--- src/rtl/usc_pkg.sv ---
package usc_pkg;

    // ----------------------------------------
    // Widths
    // ----------------------------------------
    localparam int          USC_DIV_W  = 12;
    localparam int          USC_DATA_W = 9;

    // ----------------------------------------
    // Sample phase counts per bit
    // ----------------------------------------
    localparam logic [3:0]  USC_NORM_TOP = 4'hF;
    localparam logic [3:0]  USC_DBL_TOP  = 4'h7;
    localparam logic [3:0]  USC_NORM_MID = 4'h7;
    localparam logic [3:0]  USC_DBL_MID  = 4'h3;

    // ----------------------------------------
    // Character size codes
    // ----------------------------------------
    localparam logic [2:0]  USC_CS_5 = 3'h0;
    localparam logic [2:0]  USC_CS_6 = 3'h1;
    localparam logic [2:0]  USC_CS_7 = 3'h2;
    localparam logic [2:0]  USC_CS_9 = 3'h7;

    // ----------------------------------------
    // Parity mode codes
    // ----------------------------------------
    localparam logic [1:0]  USC_PM_OFF  = 2'h0;
    localparam logic [1:0]  USC_PM_EVEN = 2'h2;
    localparam logic [1:0]  USC_PM_ODD  = 2'h3;

    // ----------------------------------------
    // Receive buffer
    // ----------------------------------------
    localparam logic [1:0]  USC_RXB_FULL = 2'h2;

    typedef enum logic [2:0] {
        USC_TX_IDLE  = 3'b000,
        USC_TX_START = 3'b001,
        USC_TX_DATA  = 3'b010,
        USC_TX_PAR   = 3'b011,
        USC_TX_STOP1 = 3'b100,
        USC_TX_STOP2 = 3'b101
    } usc_tx_state_t;

    typedef enum logic [2:0] {
        USC_RX_IDLE  = 3'b000,
        USC_RX_START = 3'b001,
        USC_RX_DATA  = 3'b010,
        USC_RX_PAR   = 3'b011,
        USC_RX_STOP  = 3'b100
    } usc_rx_state_t;

    function automatic logic [3:0] usc_nbits(input logic [2:0] cs);
        case (cs)
            USC_CS_5: usc_nbits = 4'h5;
            USC_CS_6: usc_nbits = 4'h6;
            USC_CS_7: usc_nbits = 4'h7;
            USC_CS_9: usc_nbits = 4'h9;
            default:  usc_nbits = 4'h8;
        endcase
    endfunction

endpackage

--- src/rtl/usc_clk_if.sv ---
`timescale 1ns/1ps
interface usc_clk_if;
    logic sync_mode;
    logic master;
    logic double_speed;
    logic polarity;
    logic tick;
    logic tx_bit;
    logic sample_edge;

    modport gen (
        input  sync_mode, master, double_speed, polarity,
        output tick, tx_bit, sample_edge
    );
    modport user (
        output sync_mode, master, double_speed, polarity,
        input  tick, tx_bit, sample_edge
    );
endinterface

--- src/rtl/usc_clkgen.sv ---
`timescale 1ns/1ps
module usc_clkgen
    import usc_pkg::*;
#(
    parameter int DIV_W = USC_DIV_W
)(
    // Clock and reset
    input  wire logic             clock_in,
    input  wire logic             sys_rst_in,
    // Divisor
    input  wire logic [DIV_W-1:0] divisor_in,
    input  wire logic             divisor_low_write_in,
    // Transfer clock pin
    input  wire logic             transfer_clock_pin_in,
    output logic                  transfer_clock_pin_out,
    // Strobes to the data paths
    usc_clk_if.gen                ck
);

    generate
        if (DIV_W < 1 || DIV_W > 16)
        begin : g_chk
            $error("usc_clkgen: DIV_W out of range");
        end
    endgenerate

    logic [DIV_W-1:0] cnt_reg, cnt_next;
    logic [3:0]       pre_reg, pre_next;
    logic             xck_reg, xck_next;
    logic             sy1_reg, sy2_reg, sy3_reg;
    logic [3:0]       top;
    logic             rise, fall, chg;

    // ----------------------------------------
    // Baud generator and edges
    // ----------------------------------------
    always_comb
    begin
        ck.tick = (cnt_reg == '0);
        cnt_next = (ck.tick || divisor_low_write_in) ? divisor_in
                 : cnt_reg - 1'b1;
        top = (ck.double_speed && !ck.sync_mode) ? USC_DBL_TOP
            : USC_NORM_TOP;
        pre_next = pre_reg;
        if (ck.tick)
        begin
            pre_next = (pre_reg >= top) ? 4'h0 : pre_reg + 4'h1;
        end
        xck_next = ck.polarity;
        if (ck.sync_mode && ck.master)
        begin
            xck_next = ck.tick ? ~xck_reg : xck_reg;
        end
        if (ck.sync_mode && ck.master)
        begin
            rise = ck.tick && !xck_reg;
            fall = ck.tick && xck_reg;
        end
        else
        begin
            rise = ck.sync_mode && sy2_reg && !sy3_reg;
            fall = ck.sync_mode && !sy2_reg && sy3_reg;
        end
        chg = ck.polarity ? fall : rise;
        ck.sample_edge = ck.polarity ? rise : fall;
        ck.tx_bit = ck.sync_mode ? chg
                  : (ck.tick && pre_reg >= top);
    end

    always_ff @(posedge clock_in)
    begin
        if (sys_rst_in)
        begin
            cnt_reg <= '0;
            pre_reg <= 4'h0;
            xck_reg <= 1'b0;
            sy1_reg <= 1'b0;
            sy2_reg <= 1'b0;
            sy3_reg <= 1'b0;
        end
        else
        begin
            cnt_reg <= cnt_next;
            pre_reg <= pre_next;
            xck_reg <= xck_next;
            sy1_reg <= transfer_clock_pin_in;
            sy2_reg <= sy1_reg;
            sy3_reg <= sy2_reg;
        end
    end

    assign transfer_clock_pin_out = xck_reg;

endmodule

--- src/rtl/usc_core.sv ---
// Overview of operation
// - Four clock modes; sync_mode_select picks asynchronous or synchronous.
// - In synchronous mode, pin direction output means master, input slave.
// - Divisor down-counter on system clock reloads at zero or low write.
// - Divisor is twelve bits; tick rate is clock over divisor plus one.
// - Transmit bit rate is tick over 16, 8 or 2 in async normal, double speed and sync master; a slave shifts on the pin clock.
// - Async receiver steps 16 or 8 phase states per bit on ticks; sync receiver moves on sample edges.
// - Double speed acts only asynchronously; software keeps it clear otherwise.
// - Slave clock passes synchroniser then edge detector, two cycles late.
// - Synchronous receive samples on the edge opposite transmit change.
// - Polarity clear: change on rising, sample falling; set swaps them.
// - Thirty formats: start, 5 to 9 data, parity choice, 1-2 stops.
// - Frame order: start, data LSB first, optional parity, stop bits.
// - Start low, stops high, idle high; frames may follow back to back.
// - Transmitter and receiver share one frame format setting.
// - Receiver checks only first stop; zero there flags framing error.
// - Transfer clock pin used only in synchronous mode.
// - One transmit buffer before shift register allows gapless frames.
// - Two-entry receive buffer; framing, overrun and parity errors detected.
// - Parity is xor of data bits; odd parity inverts it.
// - Unused upper data bits are ignored for short characters.
`timescale 1ns/1ps
module usc_core
    import usc_pkg::*;
(
    // Clock and reset
    input  wire logic                  clock_in,
    input  wire logic                  sys_rst_in,
    // Mode and format
    input  wire logic                  sync_mode_select_in,
    input  wire logic                  double_speed_in,
    input  wire logic                  transfer_clock_dir_in,
    input  wire logic                  clock_polarity_in,
    input  wire logic [2:0]            char_size_in,
    input  wire logic [1:0]            parity_mode_in,
    input  wire logic                  two_stop_in,
    // Baud divisor
    input  wire logic [3:0]            baud_divisor_high_in,
    input  wire logic [7:0]            baud_divisor_low_in,
    input  wire logic                  baud_divisor_low_write_in,
    // Transmit buffer
    input  wire logic [USC_DATA_W-1:0] tx_data_in,
    input  wire logic                  tx_write_in,
    output logic                       tx_ready_out,
    // Receive buffer
    input  wire logic                  rx_read_in,
    output logic [USC_DATA_W-1:0]      rx_data_out,
    output logic                       rx_valid_out,
    output logic                       framing_error_out,
    output logic                       parity_error_out,
    output logic                       overrun_out,
    // Serial pins
    input  wire logic                  serial_in,
    output logic                       serial_out,
    input  wire logic                  transfer_clock_pin_in,
    output logic                       transfer_clock_pin_out,
    output logic                       transfer_clock_pin_oe_n_out
);

    localparam int EW = USC_DATA_W + 2;

    usc_clk_if ck ();

    usc_clkgen #(
        .DIV_W (USC_DIV_W)
    ) u_clkgen (
        .clock_in               (clock_in),
        .sys_rst_in             (sys_rst_in),
        .divisor_in             ({baud_divisor_high_in, baud_divisor_low_in}),
        .divisor_low_write_in   (baud_divisor_low_write_in),
        .transfer_clock_pin_in  (transfer_clock_pin_in),
        .transfer_clock_pin_out (transfer_clock_pin_out),
        .ck                     (ck)
    );

    // ----------------------------------------
    // Mode decode
    // ----------------------------------------
    assign ck.sync_mode    = sync_mode_select_in;
    assign ck.master       = transfer_clock_dir_in;
    assign ck.double_speed = double_speed_in;
    assign ck.polarity     = clock_polarity_in;

    logic [3:0]            nbits;
    logic                  par_on;
    logic                  par_odd;
    assign nbits   = usc_nbits(char_size_in);
    assign par_on  = (parity_mode_in == USC_PM_EVEN)
                  || (parity_mode_in == USC_PM_ODD);
    assign par_odd = (parity_mode_in == USC_PM_ODD);

    // ----------------------------------------
    // Transmitter
    // ----------------------------------------
    usc_tx_state_t         tx_state_reg, tx_state_next;
    logic [USC_DATA_W-1:0] tx_buf_reg, tx_buf_next;
    logic                  tx_full_reg, tx_full_next;
    logic [USC_DATA_W-1:0] tx_sh_reg, tx_sh_next;
    logic [3:0]            tx_cnt_reg, tx_cnt_next;
    logic                  tx_par_reg, tx_par_next;
    logic                  tx_out_reg, tx_out_next;
    logic                  tx_rdy_reg, tx_rdy_next;
    logic                  oe_n_reg, oe_n_next;
    logic                  load;
    logic [USC_DATA_W-1:0] tx_masked;

    always_comb
    begin
        tx_state_next = tx_state_reg;
        tx_sh_next    = tx_sh_reg;
        tx_cnt_next   = tx_cnt_reg;
        tx_par_next   = tx_par_reg;
        tx_out_next   = tx_out_reg;
        load          = 1'b0;
        tx_masked     = tx_buf_reg & ~({USC_DATA_W{1'b1}} << nbits);
        if (ck.tx_bit)
        begin
            case (tx_state_reg)
                USC_TX_START:
                begin
                    tx_state_next = USC_TX_DATA;
                    tx_out_next   = tx_sh_reg[0];
                    tx_sh_next    = tx_sh_reg >> 1;
                    tx_cnt_next   = tx_cnt_reg - 4'h1;
                end
                USC_TX_DATA:
                begin
                    if (tx_cnt_reg != 4'h0)
                    begin
                        tx_out_next = tx_sh_reg[0];
                        tx_sh_next  = tx_sh_reg >> 1;
                        tx_cnt_next = tx_cnt_reg - 4'h1;
                    end
                    else if (par_on)
                    begin
                        tx_state_next = USC_TX_PAR;
                        tx_out_next   = tx_par_reg;
                    end
                    else
                    begin
                        tx_state_next = USC_TX_STOP1;
                        tx_out_next   = 1'b1;
                    end
                end
                USC_TX_PAR:
                begin
                    tx_state_next = USC_TX_STOP1;
                    tx_out_next   = 1'b1;
                end
                USC_TX_STOP1:
                begin
                    if (two_stop_in)
                    begin
                        tx_state_next = USC_TX_STOP2;
                        tx_out_next   = 1'b1;
                    end
                    else
                    begin
                        load = 1'b1;
                    end
                end
                default:
                begin
                    load = 1'b1;
                end
            endcase
            if (load)
            begin
                if (tx_full_reg)
                begin
                    tx_state_next = USC_TX_START;
                    tx_out_next   = 1'b0;
                    tx_sh_next    = tx_masked;
                    tx_cnt_next   = nbits;
                    tx_par_next   = ^tx_masked ^ par_odd;
                end
                else
                begin
                    tx_state_next = USC_TX_IDLE;
                    tx_out_next   = 1'b1;
                    load          = 1'b0;
                end
            end
        end
        tx_full_next = tx_full_reg && !load;
        tx_buf_next  = tx_buf_reg;
        if (tx_write_in && !tx_full_next)
        begin
            tx_full_next = 1'b1;
            tx_buf_next  = tx_data_in;
        end
        tx_rdy_next = !tx_full_next;
        oe_n_next   = !(sync_mode_select_in && transfer_clock_dir_in);
    end

    always_ff @(posedge clock_in)
    begin
        if (sys_rst_in)
        begin
            tx_state_reg <= USC_TX_IDLE;
            tx_buf_reg   <= '0;
            tx_full_reg  <= 1'b0;
            tx_sh_reg    <= '0;
            tx_cnt_reg   <= 4'h0;
            tx_par_reg   <= 1'b0;
            tx_out_reg   <= 1'b1;
            tx_rdy_reg   <= 1'b1;
            oe_n_reg     <= 1'b1;
        end
        else
        begin
            tx_state_reg <= tx_state_next;
            tx_buf_reg   <= tx_buf_next;
            tx_full_reg  <= tx_full_next;
            tx_sh_reg    <= tx_sh_next;
            tx_cnt_reg   <= tx_cnt_next;
            tx_par_reg   <= tx_par_next;
            tx_out_reg   <= tx_out_next;
            tx_rdy_reg   <= tx_rdy_next;
            oe_n_reg     <= oe_n_next;
        end
    end

    // ----------------------------------------
    // Receiver
    // ----------------------------------------
    usc_rx_state_t         rx_state_reg, rx_state_next;
    logic [3:0]            rx_ph_reg, rx_ph_next;
    logic [USC_DATA_W-1:0] rx_sh_reg, rx_sh_next;
    logic [3:0]            rx_cnt_reg, rx_cnt_next;
    logic                  rx_par_reg, rx_par_next;
    logic                  rx_pe_reg, rx_pe_next;
    logic [EW-1:0]         ent0_reg, ent0_next;
    logic [EW-1:0]         ent1_reg, ent1_next;
    logic [1:0]            fill_reg, fill_next;
    logic                  ovr_reg, ovr_next;
    logic                  val_reg, val_next;
    logic                  dbl;
    logic [3:0]            ph_top, ph_mid;
    logic                  smp, adv, push;
    logic [EW-1:0]         new_ent;

    always_comb
    begin
        dbl    = double_speed_in && !sync_mode_select_in;
        ph_top = dbl ? USC_DBL_TOP : USC_NORM_TOP;
        ph_mid = dbl ? USC_DBL_MID : USC_NORM_MID;
        rx_ph_next = rx_ph_reg;
        if (rx_state_reg == USC_RX_IDLE)
        begin
            rx_ph_next = 4'h0;
        end
        if (ck.tick)
        begin
            rx_ph_next = (rx_ph_reg >= ph_top) ? 4'h0 : rx_ph_reg + 4'h1;
        end
        smp = sync_mode_select_in ? ck.sample_edge
            : (ck.tick && rx_ph_reg == ph_mid);
        adv = sync_mode_select_in ? ck.sample_edge
            : (ck.tick && rx_ph_reg >= ph_top);
        rx_state_next = rx_state_reg;
        rx_sh_next    = rx_sh_reg;
        rx_cnt_next   = rx_cnt_reg;
        rx_par_next   = rx_par_reg;
        rx_pe_next    = rx_pe_reg;
        push          = 1'b0;
        case (rx_state_reg)
            USC_RX_IDLE:
            begin
                if (!serial_in && (sync_mode_select_in ? smp : ck.tick))
                begin
                    rx_state_next = sync_mode_select_in ? USC_RX_DATA
                                  : USC_RX_START;
                    rx_ph_next    = 4'h1;
                    rx_cnt_next   = nbits;
                    rx_par_next   = par_odd;
                    rx_pe_next    = 1'b0;
                    adv           = 1'b0;
                end
            end
            USC_RX_START:
            begin
                if (smp && serial_in)
                begin
                    rx_state_next = USC_RX_IDLE;
                end
            end
            USC_RX_DATA:
            begin
                if (smp)
                begin
                    rx_sh_next  = {serial_in, rx_sh_reg[USC_DATA_W-1:1]};
                    rx_par_next = rx_par_reg ^ serial_in;
                    rx_cnt_next = rx_cnt_reg - 4'h1;
                end
            end
            USC_RX_PAR:
            begin
                if (smp)
                begin
                    rx_pe_next = rx_par_reg ^ serial_in;
                end
            end
            USC_RX_STOP:
            begin
                if (smp)
                begin
                    push          = 1'b1;
                    rx_state_next = USC_RX_IDLE;
                end
            end
            default:
            begin
                rx_state_next = USC_RX_IDLE;
            end
        endcase
        if (adv)
        begin
            case (rx_state_next)
                USC_RX_START:
                begin
                    rx_state_next = USC_RX_DATA;
                end
                USC_RX_DATA:
                begin
                    if (rx_cnt_next == 4'h0)
                    begin
                        rx_state_next = par_on ? USC_RX_PAR : USC_RX_STOP;
                    end
                end
                USC_RX_PAR:
                begin
                    rx_state_next = USC_RX_STOP;
                end
                default:
                begin
                    rx_state_next = rx_state_next;
                end
            endcase
        end
        new_ent = {!serial_in, rx_pe_reg,
                   rx_sh_reg >> (4'h9 - nbits)};
        ent0_next = ent0_reg;
        ent1_next = ent1_reg;
        fill_next = fill_reg;
        ovr_next  = ovr_reg && !rx_read_in;
        if (rx_read_in && fill_reg != 2'h0)
        begin
            ent0_next = ent1_reg;
            fill_next = fill_reg - 2'h1;
        end
        if (push)
        begin
            if (fill_next == 2'h0)
            begin
                ent0_next = new_ent;
                fill_next = 2'h1;
            end
            else if (fill_next != USC_RXB_FULL)
            begin
                ent1_next = new_ent;
                fill_next = USC_RXB_FULL;
            end
            else
            begin
                ovr_next = 1'b1;
            end
        end
        val_next = (fill_next != 2'h0);
    end

    always_ff @(posedge clock_in)
    begin
        if (sys_rst_in)
        begin
            rx_state_reg <= USC_RX_IDLE;
            rx_ph_reg    <= 4'h0;
            rx_sh_reg    <= '0;
            rx_cnt_reg   <= 4'h0;
            rx_par_reg   <= 1'b0;
            rx_pe_reg    <= 1'b0;
            ent0_reg     <= '0;
            ent1_reg     <= '0;
            fill_reg     <= 2'h0;
            ovr_reg      <= 1'b0;
            val_reg      <= 1'b0;
        end
        else
        begin
            rx_state_reg <= rx_state_next;
            rx_ph_reg    <= rx_ph_next;
            rx_sh_reg    <= rx_sh_next;
            rx_cnt_reg   <= rx_cnt_next;
            rx_par_reg   <= rx_par_next;
            rx_pe_reg    <= rx_pe_next;
            ent0_reg     <= ent0_next;
            ent1_reg     <= ent1_next;
            fill_reg     <= fill_next;
            ovr_reg      <= ovr_next;
            val_reg      <= val_next;
        end
    end

    // ----------------------------------------
    // Outputs
    // ----------------------------------------
    assign serial_out                  = tx_out_reg;
    assign tx_ready_out                = tx_rdy_reg;
    assign transfer_clock_pin_oe_n_out = oe_n_reg;
    assign rx_data_out                 = ent0_reg[USC_DATA_W-1:0];
    assign parity_error_out            = ent0_reg[USC_DATA_W];
    assign framing_error_out           = ent0_reg[USC_DATA_W+1];
    assign overrun_out                 = ovr_reg;
    assign rx_valid_out                = val_reg;

endmodule

--- config.mk ---
export PLATFORM = sky130hd
export DESIGN_NAME = usc_core
export DESIGN_NICKNAME = d
export VERILOG_FILES = /design/src/rtl/usc_pkg.sv /design/src/rtl/usc_clk_if.sv /design/src/rtl/usc_clkgen.sv /design/src/rtl/usc_core.sv
export SDC_FILE = /design/constraint.sdc
export NUM_CORES = 1
export LEC_CHECK = 0
export ABC_AREA = 1
export BUFFER_PORTS_ARGS = -buffer_cell sky130_fd_sc_hd__buf_2
export CAP_MARGIN = 0
export CORE_UTILIZATION = 35
export DETAILED_ROUTE_END_ITERATION = 10
export PLACE_DENSITY = 0.56
export SYNTH_ARGS = -nofsm -noshare
export SYNTH_HDL_FRONTEND = slang
export SYNTH_SLANG_ARGS = --single-unit
--- constraint.sdc ---
create_clock -name clock_in -period 3.7 [get_ports clock_in]
set_input_delay 0.185 -clock clock_in [delete_from_list [all_inputs] [get_ports clock_in]]
set_output_delay 0.185 -clock clock_in [all_outputs]
set_load 0.01 [all_outputs]
==> flow_metrics.py <==
metrics = {
    "synthesis": {
        "synth_cell_types": 47,
        "synth-main-ff-cell": "dfxtp_1",
        "netlist.area_leader.share_pct": 37.72,
        "synth_area_leaders": "dfxtp_1 38%, nand2_1 9.1%, a21oi_1 7.0%",
        "synth_area_sq_um": 5201,
        "ys_seq_area_share_pct": 37.72,
        "ys_ff_latch": 98,
        "synth_common_cells": "126 x nand2_1, 98 x dfxtp_1, 96 x inv_1, 84 x nor2_1, 73 x a21oi_1",
        "synth-edff-count": 0,
        "post-synth-top-count-cell": "nand2_1",
        "yosysTopAreaCell": "dfxtp_1",
        "syn-num-nets": 799,
        "ys_warn_count": 0,
        "synth_area_per_cell_sq_um": 6.926,
        "synth-async-reset-ratio_pct": 0,
        "syn_inst": 751,
    },
    "cts": {
        "cts_setup_buffers": 0,
        "cts_root_buffer": "clkbuf_16",
        "max-clock-path-buffers": 2,
        "cts_max_level": 3,
        "holdBufCountCts": 0,
        "clk_pin_slew_ns": 0.07,
        "ctsResizeCount": 0,
        "insertion_delay_ns": 0.35,
        "cts_buffers": 9,
        "cts_sinks": 98,
        "cts_tree": "built",
    },
    "worst_hold_path": {
        "min_path_cells": 3,
        "timing.hold.worst.class": "in2reg",
        "holdCritStartpoint": "transfer_clock_pin_in",
        "hold_end": "u_clkgen.sy1_reg$_SDFF_PP0_",
    },
    "detailed_routing": {
        "drt_first_iter_violations": 249,
        "postRouteAntennaNets": 0,
        "vias_per_cell": 4.839,
        "wire_per_inst_um": 12.70,
        "drt-pass1-iter-count": 4,
        "num_vias": 4742,
        "wl_um": 12450,
        "drc": 0,
    },
    "grt": {
        "grt_pass1_wl_um": 20410,
        "grt_pass1_vias": 4230,
        "grt_max_degree": 35,
        "gr-usage-all-layers_pct": 17.05,
        "globalRouteOverflowTotal": 0,
        "antenna_found_initial": 0,
    },
    "power_and_ir_drop": {
        "power.density_nw_per_um2": 456.6,
        "p_total_mw": 2.715,
        "power.leakage_nw": 2.518,
        "clockPowerShare_pct": 40.7,
        "peakVddDrop_v": 0.0002016,
        "p_switching_uw": 775.1,
        "pwr-share-seq_pct": 42.6,
        "p_comb_share_pct": 16.8,
        "intPower_mw": 1.940,
        "swShare_pct": 28.55,
    },
    "place": {
        "io_buffers": 54,
        "place_area_sq_um": 5597,
        "place_hpwl_um": 8997,
        "dp_cells": 964,
        "place_congestion": 0.8472,
    },
    "sta": {
        "finalSetupViolCount": 0,
        "timing.final.crit_share_pct": 77.13,
        "period_needed_ns": 2.854,
        "slew_headroom_pct": 25.64,
        "clock-skew-final_ns": 0.008795,
        "timing.setup.tns_ns": 0,
        "max_slew.worst_pin.slew_ns": 1.114,
        "drv_slew": 0,
        "clock.fmax_ghz": 0.3504,
        "grt_setup_unrepaired": "no",
        "hold_viol": 0,
    },
    "cells_and_area": {
        "area_growth_pct": 14.31,
        "drive_above_1_share_pct": 14.07,
        "num_antenna_cells": 0,
        "largest_register_ffs": 12,
        "multi_input_area_sq_um": 2724,
        "seq_area_sq_um": 1962,
        "post-route-util_pct": 40.91,
        "nets": 839,
        "fin_cells": 980,
        "nFillCells": 1558,
        "design_area_sq_um": 5946,
    },
    "floorplan": {
        "die_area_sq_um": 15350,
        "io-pin-count": 55,
        "start_util_pct": 35.79,
        "coreArea_sq_um": 14530,
        "dieHeight_um": 123.9,
        "die_w_um": 123.9,
        "placement_rows": 44,
    },
    "worst_setup_path": {
        "worstPathRequired_ns": 3.99,
        "r2r-start": "u_clkgen.cnt_reg[0]$_SDFF_PP0_",
        "r2r_cells": 16,
        "crit_fanout": 16,
        "r2r-end": "tx_buf_reg[4]$_SDFFE_PP0P_",
        "crit_type": "reg2reg",
        "reg2reg_slack_ns": 0.85,
        "cp-end-kind": "flop",
        "cp-start-kind": "flop",
        "crit_arrival_ns": 3.14,
    },
    "status": {
        "outcome": "finished, final reports clean",
    },
    "run": {
        "cap_violations": 0,
    },
}
logic make-up after synthesis:
logic type                 count (synthesis)  share of synthesized area, %
and+or+nand+nor                          291                         24.95
xor gates and xnor gates                  23                         3.873
adders and majority gates                 10                         2.406
DFF                                       98                         37.72
AOI/OAI and AO/OA                        199                         21.15
buffers and inverters                    130                         9.911
stage by stage:
step                      worst slack [ns]  hold WS, ns
after global routing                0.5017      0.04729
after global placement              0.8905       0.3947
final                               0.8462      0.03777
after CTS                           0.8360      0.02919
after detailed placement            0.8496       0.3939
after floorplan                      1.498       0.2920
cell type report:
type | count | area share, %
Tap cell | 184 | 3.872
Sequential cell | 98 | 33.00
Clock inverter | 7 | 2.083
Clock buffer | 9 | 3.788
Timing Repair Buffer | 58 | 5.051
Multi-Input combinational cell | 523 | 45.81
Inverter | 101 | 6.397
critical path, stage by stage (launching register included):
cell	delay (ns)
dfxtp_1	0.31
inv_1	0.07
ha_1	0.17
nand2_2	0.08
nor2_4	0.17
nand2_4	0.16
clkinv_2	0.12
nand2_2	0.06
o21ai_2	0.35
inv_2	0.22
nor2_4	0.20
inv_2	0.11
nand2_1	0.09
nand2_1	0.25
inv_1	0.25
nor2_1	0.06
nor2_1	0.10
power by group through the flow:
stage | sequential, mW | clock (mW) | combinational (mW)
floorplan | 1.17 | 0 | 0.347
CTS | 1.15 | 1.13 | 0.458
global placement | 1.18 | 0 | 0.455
finish | 1.16 | 1.10 | 0.456
detailed placement | 1.18 | 0 | 0.454
global route | 1.16 | 1.17 | 0.522
layer usage:
metal / vias to the layer above / wire [um] / global-route usage, %
met5: - / 0 / 0
met4: 0 / 220 / 5.580
met3: 19 / 396 / 3.342
met2: 68 / 5716 / 27.64
met1: 2104 / 6112 / 22.62
li1: 2551 / - / -
worst max path at each step:
stage	start	depth (start not counted)	slack, ns	end
finish	u_clkgen.cnt_reg[0]$_SDFF_PP0_	16	0.85	tx_buf_reg[4]$_SDFFE_PP0P_
CTS	u_clkgen.cnt_reg[9]$_SDFF_PP0_	15	0.84	tx_buf_reg[2]$_SDFFE_PP0P_
global placement	char_size_in[1]	14	0.89	tx_par_reg$_SDFFE_PP0P_
global route	u_clkgen.cnt_reg[0]$_SDFF_PP0_	16	0.50	tx_buf_reg[4]$_SDFFE_PP0P_
floorplan	char_size_in[1]	14	1.50	tx_par_reg$_SDFFE_PP0P_
detailed placement	u_clkgen.cnt_reg[9]$_SDFF_PP0_	15	0.85	tx_buf_reg[2]$_SDFFE_PP0P_
layout by cell type, fill, tap and decap left out, types with 2 or more instances in the layout:
cell type | synthesis | routed
a211oi_1 | 2 | 2
nor3_1 | 12 | 12
xor2_1 | 13 | 13
o22ai_1 | 6 | 6
bufinv_16 | 0 | 3
nor4_1 | 2 | 2
xnor2_1 | 10 | 10
ha_1 | 10 | 10
o211ai_1 | 2 | 2
nor2_2 | 6 | 6
nand3_1 | 34 | 34
a21oi_1 | 73 | 73
a311oi_1 | 5 | 5
nand3_2 | 4 | 4
buf_2 | 6 | 54
or2_2 | 4 | 4
clkinv_2 | 1 | 2
nand2_4 | 2 | 2
nor2_1 | 84 | 84
nand2_1 | 126 | 126
clkbuf_16 | 0 | 9
a31oi_1 | 10 | 10
o21ai_2 | 3 | 3
inv_2 | 4 | 4
o21ai_0 | 69 | 69
o21ai_1 | 18 | 18
buf_4 | 1 | 4
dfxtp_1 | 98 | 98
nand4_1 | 4 | 4
nor2_4 | 4 | 4
nand2_2 | 6 | 6
inv_1 | 96 | 96
No activity file was read; power rests on OpenSTA's default activity.
